### src/logic/csb_pkg.sv
// shared constants and types for the compare, skip and branch unit
package csb_pkg;
  localparam int PC_W = 10;
  localparam logic [PC_W-1:0] PC_RESET = 10'h000;
  localparam logic [7:0] FLAGS_RESET = 8'h00;
  // status flag bit positions
  localparam int FLAG_C = 0;
  localparam int FLAG_Z = 1;
  localparam int FLAG_N = 2;
  localparam int FLAG_V = 3;
  localparam int FLAG_S = 4;
  localparam int FLAG_H = 5;
  // skip distances and branch increment
  localparam logic [PC_W-1:0] STEP_ONE = 10'h001;
  localparam logic [PC_W-1:0] SKIP_SHORT = 10'h002;
  localparam logic [PC_W-1:0] SKIP_LONG = 10'h003;
  localparam logic [1:0] CYC_NONE = 2'h0;
  localparam logic [1:0] CYC_ONE = 2'h1;
  localparam logic [1:0] CYC_TWO = 2'h2;
  // operations decoded by the fetch side
  typedef enum logic [4:0] {
    CSB_NOP,
    CSB_COMPARE_WITH_CONSTANT,
    CSB_SKIP_IF_REG_BIT_CLEAR,
    CSB_SKIP_IF_REG_BIT_SET,
    CSB_SKIP_IF_IO_BIT_CLEAR,
    CSB_SKIP_IF_IO_BIT_SET,
    CSB_BRANCH_ON_STATUS_BIT_SET,
    CSB_BRANCH_ON_STATUS_BIT_CLEAR,
    CSB_BRANCH_IF_EQUAL,
    CSB_BRANCH_IF_NOT_EQUAL,
    CSB_BRANCH_IF_CARRY_SET,
    CSB_BRANCH_IF_CARRY_CLEAR,
    CSB_BRANCH_IF_SAME_OR_HIGHER,
    CSB_BRANCH_IF_LOWER,
    CSB_BRANCH_IF_MINUS,
    CSB_BRANCH_IF_PLUS,
    CSB_BRANCH_IF_SIGNED_GE,
    CSB_BRANCH_IF_SIGNED_LT,
    CSB_BRANCH_IF_HALF_CARRY_SET
  } csb_op_t;
  typedef enum {CSB_IDLE, CSB_WAIT} csb_state_t;
endpackage : csb_pkg

### src/logic/csb_alu_cmp.sv
// subtract-compare of a register against a constant, flags only
`timescale 1ns/10ps
module csb_alu_cmp (
  input wire logic [7:0] reg_value,
  input wire logic [7:0] constant_value,
  output logic [5:0] flags_out
);
  logic [7:0] diff;
  logic n_bit;
  logic v_bit;
  // result is discarded, only flags leave
  always_comb begin
    diff = reg_value - constant_value;
    n_bit = diff[7];
    v_bit = (reg_value[7] & ~constant_value[7] & ~diff[7]) |
            (~reg_value[7] & constant_value[7] & diff[7]);
    flags_out = '0;
    flags_out[csb_pkg::FLAG_C] = (~reg_value[7] & constant_value[7]) |
        (constant_value[7] & diff[7]) | (diff[7] & ~reg_value[7]);
    flags_out[csb_pkg::FLAG_Z] = (diff == 8'h00);
    flags_out[csb_pkg::FLAG_N] = n_bit;
    flags_out[csb_pkg::FLAG_V] = v_bit;
    flags_out[csb_pkg::FLAG_S] = n_bit ^ v_bit;
    flags_out[csb_pkg::FLAG_H] = (~reg_value[3] & constant_value[3]) |
        (constant_value[3] & diff[3]) | (diff[3] & ~reg_value[3]);
  end
endmodule : csb_alu_cmp

### src/logic/csb_cond.sv
// branch and skip condition evaluation
`timescale 1ns/10ps
module csb_cond (
  input wire csb_pkg::csb_op_t op,
  input wire logic [7:0] flags,
  input wire logic [2:0] bit_index,
  input wire logic [7:0] gp_reg_value,
  input wire logic [7:0] io_reg_value,
  output logic cond_true
);
  // picks the tested bit and its required polarity
  always_comb begin
    case (op)
      csb_pkg::CSB_SKIP_IF_REG_BIT_CLEAR: cond_true = ~gp_reg_value[bit_index]; // [RULE2]
      csb_pkg::CSB_SKIP_IF_REG_BIT_SET: cond_true = gp_reg_value[bit_index]; // [RULE3]
      csb_pkg::CSB_SKIP_IF_IO_BIT_CLEAR: cond_true = ~io_reg_value[bit_index]; // [RULE4]
      csb_pkg::CSB_SKIP_IF_IO_BIT_SET: cond_true = io_reg_value[bit_index]; // [RULE5]
      csb_pkg::CSB_BRANCH_ON_STATUS_BIT_SET: cond_true = flags[bit_index]; // [RULE7]
      csb_pkg::CSB_BRANCH_ON_STATUS_BIT_CLEAR: cond_true = ~flags[bit_index]; // [RULE8]
      csb_pkg::CSB_BRANCH_IF_EQUAL: cond_true = flags[csb_pkg::FLAG_Z]; // [RULE10]
      csb_pkg::CSB_BRANCH_IF_NOT_EQUAL: cond_true = ~flags[csb_pkg::FLAG_Z]; // [RULE10]
      csb_pkg::CSB_BRANCH_IF_CARRY_SET,
      csb_pkg::CSB_BRANCH_IF_LOWER: cond_true = flags[csb_pkg::FLAG_C]; // [RULE11]
      csb_pkg::CSB_BRANCH_IF_CARRY_CLEAR,
      csb_pkg::CSB_BRANCH_IF_SAME_OR_HIGHER: cond_true = ~flags[csb_pkg::FLAG_C]; // [RULE11]
      csb_pkg::CSB_BRANCH_IF_MINUS: cond_true = flags[csb_pkg::FLAG_N]; // [RULE12]
      csb_pkg::CSB_BRANCH_IF_PLUS: cond_true = ~flags[csb_pkg::FLAG_N]; // [RULE12]
      csb_pkg::CSB_BRANCH_IF_SIGNED_GE:
        cond_true = ~(flags[csb_pkg::FLAG_N] ^ flags[csb_pkg::FLAG_V]); // [RULE13]
      csb_pkg::CSB_BRANCH_IF_SIGNED_LT:
        cond_true = flags[csb_pkg::FLAG_N] ^ flags[csb_pkg::FLAG_V]; // [RULE13]
      csb_pkg::CSB_BRANCH_IF_HALF_CARRY_SET: cond_true = flags[csb_pkg::FLAG_H]; // [RULE14]
      default: cond_true = 1'b0;
    endcase
  end
endmodule : csb_cond

### src/logic/csb_unit.sv
// program flow unit: compare with constant, skips and conditional branches
`timescale 1ns/10ps
// Function
// RULE1: compare-with-constant subtracts the constant from the register, sets Z N V C H, keeps the register, 1 cycle.
// RULE2: skip-if-register-bit-clear skips the next instruction (PC + 2 or 3) when the bit is 0, taking 1 to 3 cycles.
// RULE3: skip-if-register-bit-set skips the next instruction (PC + 2 or 3) when the bit is 1.
// RULE4: skip-if-I/O-bit-clear skips the next instruction when the I/O bit is 0, taking 1 to 3 cycles.
// RULE5: skip-if-I/O-bit-set skips the next instruction (PC + 2 or 3) when the I/O bit is 1.
// RULE6: skips and branches never change any status flag.
// RULE7: branch-on-status-bit-set branches to PC + offset + 1 when the indexed status bit is 1.
// RULE8: branch-on-status-bit-clear branches when the indexed status bit is 0, else falls through.
// RULE9: a taken branch loads PC + offset + 1 and takes 2 cycles, an untaken one takes 1.
// RULE10: branch-if-equal needs zero set, branch-if-not-equal needs zero clear.
// RULE11: carry-set and lower need carry set, carry-clear and same-or-higher need carry clear.
// RULE12: branch-if-minus needs negative set, branch-if-plus needs negative clear.
// RULE13: signed greater-or-equal needs N xor V = 0, signed less-than needs N xor V = 1.
// RULE14: branch-if-half-carry-set branches only when half-carry is 1.
// RULE15: the branch offset is signed two's complement, so targets may lie behind or ahead.
// RULE16: skipping a one-word instruction advances by 2, a two-word one by 3, one cycle per word.
module csb_unit (
  input wire logic clk_sys,
  input wire logic rst,
  input wire logic instr_valid,
  input wire csb_pkg::csb_op_t instr_op,
  input wire logic [2:0] bit_index,
  input wire logic [6:0] branch_offset,
  input wire logic [7:0] constant_value,
  input wire logic [7:0] gp_reg_value,
  input wire logic [7:0] io_reg_value,
  input wire logic next_is_two_word,
  input wire logic flags_load,
  input wire logic [7:0] flags_in,
  output logic instr_ready,
  output logic [csb_pkg::PC_W-1:0] pc,
  output logic [7:0] core_status_flags,
  output logic retire
);
  csb_pkg::csb_state_t state_reg;
  logic [1:0] wait_reg;
  logic [1:0] wait_next;
  logic [csb_pkg::PC_W-1:0] pc_next;
  logic [csb_pkg::PC_W-1:0] offset_ext;
  logic [5:0] cmp_flags;
  logic cond_true;
  logic is_skip;
  logic is_branch;
  logic accept;

  // flag result of the compare
  csb_alu_cmp u_cmp (
    .reg_value(gp_reg_value),
    .constant_value(constant_value),
    .flags_out(cmp_flags)
  );

  // condition for the skip or branch
  csb_cond u_cond (
    .op(instr_op),
    .flags(core_status_flags),
    .bit_index(bit_index),
    .gp_reg_value(gp_reg_value),
    .io_reg_value(io_reg_value),
    .cond_true(cond_true)
  );

  // classifies the instruction
  function automatic logic op_is_skip(input csb_pkg::csb_op_t op);
    op_is_skip = (op == csb_pkg::CSB_SKIP_IF_REG_BIT_CLEAR) ||
                 (op == csb_pkg::CSB_SKIP_IF_REG_BIT_SET) ||
                 (op == csb_pkg::CSB_SKIP_IF_IO_BIT_CLEAR) ||
                 (op == csb_pkg::CSB_SKIP_IF_IO_BIT_SET);
  endfunction : op_is_skip

  function automatic logic op_is_branch(input csb_pkg::csb_op_t op);
    op_is_branch = (op >= csb_pkg::CSB_BRANCH_ON_STATUS_BIT_SET) &&
                   (op <= csb_pkg::CSB_BRANCH_IF_HALF_CARRY_SET);
  endfunction : op_is_branch

  // decode, sign extension and accept handshake
  assign is_skip = op_is_skip(instr_op);
  assign is_branch = op_is_branch(instr_op);
  assign offset_ext = {{(csb_pkg::PC_W-7){branch_offset[6]}}, branch_offset}; // [RULE15]
  assign instr_ready = (state_reg == csb_pkg::CSB_IDLE);
  assign accept = instr_valid && instr_ready;

  // next program counter and extra cycles
  always_comb begin
    pc_next = pc + csb_pkg::STEP_ONE;
    wait_next = csb_pkg::CYC_NONE;
    if (is_skip && cond_true) begin
      if (next_is_two_word) begin // [RULE16]
        pc_next = pc + csb_pkg::SKIP_LONG; // [RULE2] [RULE3] [RULE4] [RULE5]
        wait_next = csb_pkg::CYC_TWO;
      end else begin
        pc_next = pc + csb_pkg::SKIP_SHORT; // [RULE2] [RULE3] [RULE4] [RULE5]
        wait_next = csb_pkg::CYC_ONE;
      end
    end else if (is_branch && cond_true) begin
      pc_next = pc + offset_ext + csb_pkg::STEP_ONE; // [RULE7] [RULE9]
      wait_next = csb_pkg::CYC_ONE; // [RULE9]
    end
  end

  // program counter moves once per accepted instruction
  always_ff @(posedge clk_sys or posedge rst) begin
    if (rst) begin
      pc <= csb_pkg::PC_RESET;
    end else if (accept) begin
      pc <= pc_next;
    end
  end

  // cycle counting for skips and taken branches
  always_ff @(posedge clk_sys or posedge rst) begin
    if (rst) begin
      state_reg <= csb_pkg::CSB_IDLE;
      wait_reg <= 2'h0;
    end else begin
      case (state_reg)
        csb_pkg::CSB_IDLE: begin
          if (accept && (wait_next != csb_pkg::CYC_NONE)) begin
            state_reg <= csb_pkg::CSB_WAIT;
            wait_reg <= wait_next;
          end
        end
        csb_pkg::CSB_WAIT: begin
          if (wait_reg == csb_pkg::CYC_ONE) begin
            state_reg <= csb_pkg::CSB_IDLE;
          end
          wait_reg <= wait_reg - csb_pkg::CYC_ONE;
        end
        default: begin
          state_reg <= csb_pkg::CSB_IDLE;
        end
      endcase
    end
  end

  // status flags: the compare or flags_load writes them, skips and branches do not
  always_ff @(posedge clk_sys or posedge rst) begin
    if (rst) begin
      core_status_flags <= csb_pkg::FLAGS_RESET;
    end else if (accept && instr_op == csb_pkg::CSB_COMPARE_WITH_CONSTANT) begin
      core_status_flags[5:0] <= cmp_flags; // [RULE1] [RULE6]
    end else if (flags_load) begin
      core_status_flags <= flags_in;
    end
  end

  // retire pulse when an instruction completes
  always_ff @(posedge clk_sys or posedge rst) begin
    if (rst) begin
      retire <= 1'b0;
    end else begin
      retire <= (accept && wait_next == csb_pkg::CYC_NONE) ||
                (state_reg == csb_pkg::CSB_WAIT && wait_reg == csb_pkg::CYC_ONE);
    end
  end
endmodule : csb_unit
### config.mk
export PLATFORM = sky130hd
export DESIGN_NAME = csb_unit
export DESIGN_NICKNAME = d
export VERILOG_FILES = /design/src/logic/csb_pkg.sv /design/src/logic/csb_alu_cmp.sv /design/src/logic/csb_cond.sv /design/src/logic/csb_unit.sv
export SDC_FILE = /design/constraint.sdc
export NUM_CORES = 1
export LEC_CHECK = 0
export ABC_AREA = 1
export BUFFER_PORTS_ARGS = -buffer_cell sky130_fd_sc_hd__buf_2
export CAP_MARGIN = 10
export CORE_MARGIN = 2
export CORE_UTILIZATION = 41
export CTS_CLUSTER_SIZE = 12
export DETAILED_ROUTE_END_ITERATION = 8
export GPL_ROUTABILITY_DRIVEN = 0
export GPL_TIMING_DRIVEN = 0
export HOLD_SLACK_MARGIN = 0.08
export MAX_ROUTING_LAYER = met4
export PLACE_DENSITY_LB_ADDON = 0.12
export SKIP_CTS_REPAIR_TIMING = 1
export SLEW_MARGIN = 20
export SYNTH_ARGS = -nofsm -noshare
export SYNTH_HDL_FRONTEND = slang
export SYNTH_SLANG_ARGS = --single-unit
### constraint.sdc
create_clock -name clk_sys -period 4.56 [get_ports clk_sys]
set_clock_uncertainty 0.1 [all_clocks]
set_input_delay 0.456 -clock clk_sys [delete_from_list [all_inputs] [get_ports clk_sys]]
set_output_delay 0.456 -clock clk_sys [all_outputs]
set_load 0.05 [all_outputs]
# Word-level counts from Yosys, hierarchy flattened

Cells that the tools add are included.

Output and inout port bits: 20
Register bits: 53
Input bits: 52
Logic and storage cells: 111

Equal/unequal tests: 23
Reduce and logical (&&, ||, !) cells: 24
$add $sub $neg: 7
Bitwise operators: 28
Multiplexer cells: 20
$lt $le $gt $ge: 3

Operator list:

| operator                                        | count |
|---|---|
| zero test 32 bit                                | 2 |
| two-way mux 32 bit                              | 2 |
| case mux 32 bit (2 select lines)                | 1 |
| == test 5 x 4 -> 1 bit (second input constant)  | 8 |
| == test 32 x 1 -> 1 bit (second input constant) | 1 |
| == test 32 x 2 -> 1 bit (second input constant) | 1 |
| two-way mux 10 bit                              | 3 |
| adder 10 x 1 -> 10 bit (second input constant)  | 2 |
| adder 10 x 2 -> 10 bit (second input constant)  | 2 |
| == test 5 x 3 -> 1 bit (second input constant)  | 4 |
| == test 5 bit (second input constant)           | 3 |
| case mux 1 bit (15 select lines)                | 1 |
| two-way mux 6 bit                               | 2 |
| NOT 1 bit                                       | 12 |
| adder 10 bit                                    | 1 |
| == test 5 x 2 -> 1 bit (second input constant)  | 2 |
| bitwise AND 1 bit                               | 9 |
| binary-select mux 1 bit (select 3 bit)          | 3 |
| logical AND 1 bit                               | 8 |
| zero test 8 bit                                 | 1 |
| subtractor 8 bit                                | 1 |
| two-way mux 2 bit                               | 3 |
| AND reduction 2 bit                             | 3 |
| nonzero test 2 bit                              | 3 |
| 14 further kinds                                | 27 |

# Depth between registers and ports, before layout

Gate-level depths: netlist of the first run.

Depth in word-level cells: 11
Depth in mapped cells: 16
Mapped depth without buffers: 16

# Cells and area by module

Synthesis of the first run repeated with hierarchy kept, for this count alone.

Cells, all modules: 513
Area total of the unflattened synthesis: 3109.2 um2

Modules (own cells, without submodules):

| module      | cells an instance | seq. area each (um2) | times used | area each (um2) |
|---|---|---|---|---|
| csb_unit    | 304               | 550.5                | 1          | 2073.2 |
| csb_cond    | 133               | 0.0                  | 1          | 568.0 |
| csb_alu_cmp | 76                | 0.0                  | 1          | 467.9 |

# Worst setup path before layout of the first run

Ideal clock, no wire load.

Path kind: input-to-reg
From: input port constant_value[2]
To: register core_status_flags[1]
Setup time: 78 ps
Data required time: 4382 ps
Arrival: 2850 ps
Stages: 16
Path slack: 1532 ps
Cell sequence: inv_1 ha_1 nand2_1 o21ai_0 a21oi_1 o21bai_1 a21oi_1 o21bai_1 fa_1 nor2_1 nand3_1 nor4_1 o21ai_1 a21oi_1 nand2_1 a21oi_1

Cells in the longest elaborated chain, start to end: 3

RTL lines:

| what                 | line              | text |
|---|---|---|
| from (decl)          | csb_unit.sv:27    | `input wire logic [7:0] constant_value,` |
| subtractor 8 bit     | csb_alu_cmp.sv:13 | `diff = reg_value - constant_value;` |
| zero test 8 bit      | csb_alu_cmp.sv:20 | `flags_out[csb_pkg::FLAG_Z] = (diff == 8'h00);` |
| two-way mux 6 bit    | csb_unit.sv:143   | `end else if (accept && instr_op == csb_pkg::CSB_COMPARE_WITH_CONSTANT) begin` |
| to (signal assigned) | csb_unit.sv:142   | `core_status_flags <= csb_pkg::FLAGS_RESET;` |
| to (signal assigned) | csb_unit.sv:144   | `core_status_flags[5:0] <= cmp_flags;` |
| to (signal assigned) | csb_unit.sv:146   | `core_status_flags <= flags_in;` |
| to (decl)            | csb_unit.sv:35    | `output logic [7:0] core_status_flags,` |

Every way passes these cells.
A chain may end at the register's enable or synchronous reset.

# Worst setup path in the final report of the first run

From: input port gp_reg_value[2]
To: register core_status_flags[1]

Cells in the longest elaborated chain, start to end: 3

RTL lines:

| what              | line              | text |
|---|---|---|
| from (decl)       | csb_unit.sv:28    | `input wire logic [7:0] gp_reg_value,` |
| subtractor 8 bit  | csb_alu_cmp.sv:13 |  |
| zero test 8 bit   | csb_alu_cmp.sv:20 |  |
| two-way mux 6 bit | csb_unit.sv:143   |  |

Every way passes these cells.

==> results of run 1 <==
-- worst paths after layout --
check                                 from              endpoint  slack (ns)  cells past startpoint
max reg2reg                          pc[0]                 pc[8]        2.16                     12
min in group clk_sys           flags_in[5]  core_status_flags[5]        0.29                      3
min reg2reg                    wait_reg[1]           wait_reg[1]        0.40                      2
min                                    rst                retire        0.26                      2
max                        gp_reg_value[2]  core_status_flags[1]        1.32                     16
max in group asynchronous              rst  core_status_flags[1]        3.55                      2
-- layer usage --
metal  up-vias  share of wire  GRT usage
met5         -              0          -
met4         0         0.0048     0.0248
met3         5          0.035     0.0264
met2        59           0.45      0.355
met1      1409           0.51      0.315
li1       1584              -          -
-- area by class of cell --
type                            count  area, um^2
Timing Repair Buffer               68         340
Tap cell                           96         120
Clock buffer                        3        41.3
Inverter                           72         270
Fill cell                         747        3430
Multi-Input combinational cell    343        2010
Sequential cell                    22         551
Buffer                              8        61.3
-- stage by stage --
stage | std cells | total power [mW] | worst slack (ns) | area, um^2
after CTS | 612 | 1.49 | 1.29 | 3400
after global routing | 612 | 1.64 | 0.938 | 3400
after floorplan | 445 | 1.12 | 1.53 | 2900
after global placement | 609 | 1.35 | 1.07 | 3360
final | 612 | 1.49 | 1.32 | 3400
after detailed placement | 609 | 1.36 | 1.01 | 3360
-- cell families after synthesis --
family | count (synthesis) | share of synthesized area
XOR/XNOR | 27 | 0.0816
adder cells (fa/ha/maj) | 28 | 0.134
AND/OR/NAND/NOR | 237 | 0.374
flip-flops | 22 | 0.190
AO/OA/AOI/OAI | 51 | 0.106
buffers and inverters | 80 | 0.114
-- placed cells by master (no fill, tap or decap), types with 2 or more instances in the layout --
cell      instances
nand2_1         117
buf_2            69
inv_1            64
nand3_1          55
nor2_1           28
a21oi_1          24
ha_1             23
dfrtp_1          22
xor2_1           18
o21ai_0          11
nand4_1           9
xnor2_1           9
nor3_1            8
inv_2             6
fa_1              5
nand3_2           4
nand2_2           4
o211ai_1          4
o221ai_1          4
buf_6             3
o21bai_1          3
clkbuf_8          3
buf_4             2
nor2_4            2
nor4_1            2
clkinv_1          2
clkbuf_1          2
or2_2             2
-- power groups by stage --
stage               Clock (mW)  Combinational, mW  Sequential, mW
global placement             0              0.980           0.367
floorplan                    0              0.600           0.520
finish                   0.132              0.994           0.362
global route             0.138               1.12           0.380
CTS                      0.133              0.996           0.363
detailed placement           0              0.991           0.368
==> out/metrics.cfg, run 1 <==
[outcome]
status = completed

[synth]
synth-seq-cells = 22
synth_top_area_share = 0.190
ys.flop_type = dfrtp_1
ys_types = 38
synth_nets = 525
synth.area.top_cells = dfrtp_1 (19%), nand2_1 (15%), ha_1 (9.9%)
ys_seq_area_frac = 0.190
syn_inst = 445
synth_edf_count = 0
synth_common_cells = nand2_1 (117), inv_1 (64), nand3_1 (55), nor2_1 (28), a21oi_1 (24)
synthesis.area_um2 = 2900
async_flop_share = 1.00
yosysTopAreaCell = dfrtp_1
synth.most_common_cell = nand2_1
syn_area_per_cell_um2 = 6.51
ys_warn_count = 0

[global_route]
antenna_found_initial = 0
grt_first_pass_wirelength_um = 13200
grt_pass1_vias = 2829
grt_max_degree = 23
grtUsageTotal = 0.223
grt_overflow = 0

[cts]
cts_inserted_buffers = 3
cts_max_level = 1
cts.path.max_buffers = 2
clkSinkCount = 22
path_clk_slew_ns = 0.09
clkLatencyLatePin_ns = 0.27
cts_tree = done
root_buffer = clkbuf_8

[hold_path]
hold_path.class = in -> async

[timing]
timing.final.crit_share = 0.709
max_freq_ghz = 0.309
slew_headroom = 0.403
rsz0062_at_grt = no
slew_violations = 0
max_slew.worst_pin.slew_ns = 0.894
hold_slack_ns = 0.256
hold_viol = 0
timing.final.crit_period_ns = 3.24
finalSetupViolCount = 0
finalSetupTns_ns = 0

[floorplanning]
die_y_um = 88.1
initial_core_util = 0.424
core-area_um2 = 6830
pin_count = 72
placement_rows = 30
die_x_um = 88.1
die_area_um2 = 7750

[drt]
routed_wl_um = 7840
dr.pass1.iters = 4
dr.first_iter.drc_count = 190
route.vias.total = 3057
routedWlPerCell_um = 12.8
drc = 0
viasPerCell = 5.00
antenna_left = 0

[cells_and_area]
nets = 598
drive_gt1_frac = 0.194
largest_reg_flops = 10
syn2layout_area_growth_pct = 17.3
utilization = 0.497
n_antenna_cell = 0

[pwr]
intPower_uw = 667
p_comb_frac = 0.668
switching_share = 0.552
leakage_nw = 1.89
ir_drop_v = 0.000219
pwr-share-clk = 0.089
p_sw_uw = 821
p_seq_frac = 0.243
powerDensity_nw_per_um2 = 438

[worst_setup_path]
critPathMostFrequentCell = a21oi_1
critPathRequiredTime_ns = 4.66
cp.arrival_ns = 3.34
cp_top_family = compound AO/OA/AOI/OAI gates
crit_buf_inv = 1
path_cells = buf_2 > ha_1 > nand2_1 > o21ai_0 > a21oi_1 > o21bai_1 > a21oi_1 > o21bai_1 > fa_1 > nor2_1 > nand3_1 > nor4_1 > o21ai_1 > a21oi_1 > nand2_1 > a21oi_1
startpoint_type = input pin
endpoint_kind = flip-flop
crit_slowest_cell = fa_1
criticalPathCategory = in -> reg
path_max_fanout = 4
max_stage_delay_ns = 0.52

[placement]
place_hpwl_um = 6330
portBuffers = 68

[run]
maxCapViolations = 0

No activity file was read; power rests on OpenSTA's default activity.
==> inputs of run 2 (changes only) <==
Clock period 4.56 ns to 2.75 ns, I/O delays scaled along.
==> out/metrics.cfg, run 2 (synthesized netlist as in run 1, its figures left out) <==
[outcome]
status = completed

[cts]
cts_max_level = 1
root_buffer = clkbuf_8
clkSinkCount = 22
clkLatencyLatePin_ns = 0.27
cts_tree = done
cts_inserted_buffers = 3
path_clk_slew_ns = 0.09
cts.path.max_buffers = 2

[timing]
slew_headroom = 0.377
hold_viol = 0
slew_violations = 0
finalSetupViolCount = 0
fin_ws_ns = 0.199
hold_slack_ns = 0.100
finalSetupTns_ns = 0
max_freq_ghz = 0.392
timing.final.crit_share = 0.928
timing.final.crit_period_ns = 2.55
max_slew.worst_pin.slew_ns = 0.933

[placement]
portBuffers = 68
dpl_worst_slack_ns = -0.415
place_hpwl_um = 6220
dp_cells = 609
placedInstanceArea_um2 = 3370

[floorplanning]
die_area_um2 = 7750
placement_rows = 30
pin_count = 72
die_y_um = 88.1
die_x_um = 88.1
core-area_um2 = 6830
initial_core_util = 0.424

[worst_setup_path]
r2r_setup_slack_ns = 0.28
path_cells = buf_2 > ha_4 > nand2_1 > o21ai_2 > a21oi_1 > o21bai_2 > a21oi_2 > o21bai_2 > fa_2 > nor2_1 > nand3_1 > nor4_2 > o21ai_1 > a21oi_1 > nand2_1 > a21oi_1
cp.arrival_ns = 2.65
path_max_fanout = 4
r2r_start = pc[0]
critPathRequiredTime_ns = 2.85
endpoint_kind = flip-flop
crit_slowest_cell = fa_2
max_stage_delay_ns = 0.49
startpoint_type = input pin
critPathMostFrequentCell = a21oi_1
reg2reg_to = pc[8]
criticalPathCategory = in -> reg
reg2regPathDepth = 12

[cells_and_area]
utilization = 0.509
instances_no_fill = 615
final_cell_mix = nand2_1 (117), buf_2 (69), inv_1 (64)
layout_commonest_cell = nand2_1
largest_reg_flops = 10
drive_gt1_frac = 0.212
fin_area_um2 = 3480
n_antenna_cell = 0
syn2layout_area_growth_pct = 20.1
nets = 600

[pwr]
power_mw = 2.59
pwr-share-clk = 0.122
p_comb_frac = 0.644
leakage_nw = 1.92
powerDensity_nw_per_um2 = 743
switching_share = 0.531
p_seq_frac = 0.234
intPower_mw = 1.21
p_sw_mw = 1.37
ir_drop_v = 0.000378

[global_route]
grt_pass1_vias = 2807
grtUsageTotal = 0.220
grt_max_degree = 23
antenna_found_initial = 0
grt_first_pass_wirelength_um = 13200
grt_overflow = 0

[drt]
route.vias.total = 3048
routed_wl_um = 7870
antenna_left = 0
routedWlPerCell_um = 12.8
drc = 0
dr.first_iter.drc_count = 193
dr.pass1.iters = 4
viasPerCell = 4.96

[hold_path]
hold_path.class = in -> async

[run]
maxCapViolations = 0

==> run 2: area by class of cell <==
type,count,area (um^2)
clock buffers,3,41.3
flip-flops and latches,22,551
clock inverters,1,30.0
fillers,730,3350
repair buffers,70,355
well taps,96,120
multi-input cells,343,2050
inverters,72,270
plain buffers,8,61.3
==> run 2: power by group through the flow <==
stage	clock network [mW]	registers (mW)	logic, mW
finish	0.315	0.606	1.66
global route	0.338	0.627	1.88
CTS	0.326	0.604	1.66
detailed placement	0	0.612	1.65
global placement	0	0.610	1.63
floorplan	0	0.862	0.999
==> run 2: worst max path at each step <==
stage	slack (ns)	endpoint	startpoint	cells past startpoint
after CTS	-0.12	core_status_flags[1]	constant_value[1]	17
after global placement	-0.36	core_status_flags[1]	gp_reg_value[2]	16
after floorplan	0.001	core_status_flags[1]	constant_value[2]	16
after global routing	-0.03	core_status_flags[1]	constant_value[1]	17
after detailed placement	-0.41	core_status_flags[1]	constant_value[1]	17
final	0.20	core_status_flags[1]	gp_reg_value[2]	16
==> run 2: routing by layer <==
| metal | up-vias | global-route usage | routed length [um] |
|---|---|---|---|
| met1 | 1386 | 0.317 | 3800 |
| met2 | 68 | 0.343 | 3610 |
| li1 | 1590 | - | - |
| met5 | - | - | 0 |
| met4 | 0 | 0.0248 | 36 |
| met3 | 4 | 0.0273 | 421 |
==> run 2: critical path, delay by kind of cell <==
family,cells,cell delay [ns]
compound gates,8,1.00
fa+ha+maj,2,0.78
simple gates,5,0.49
buf+inv,1,0.12
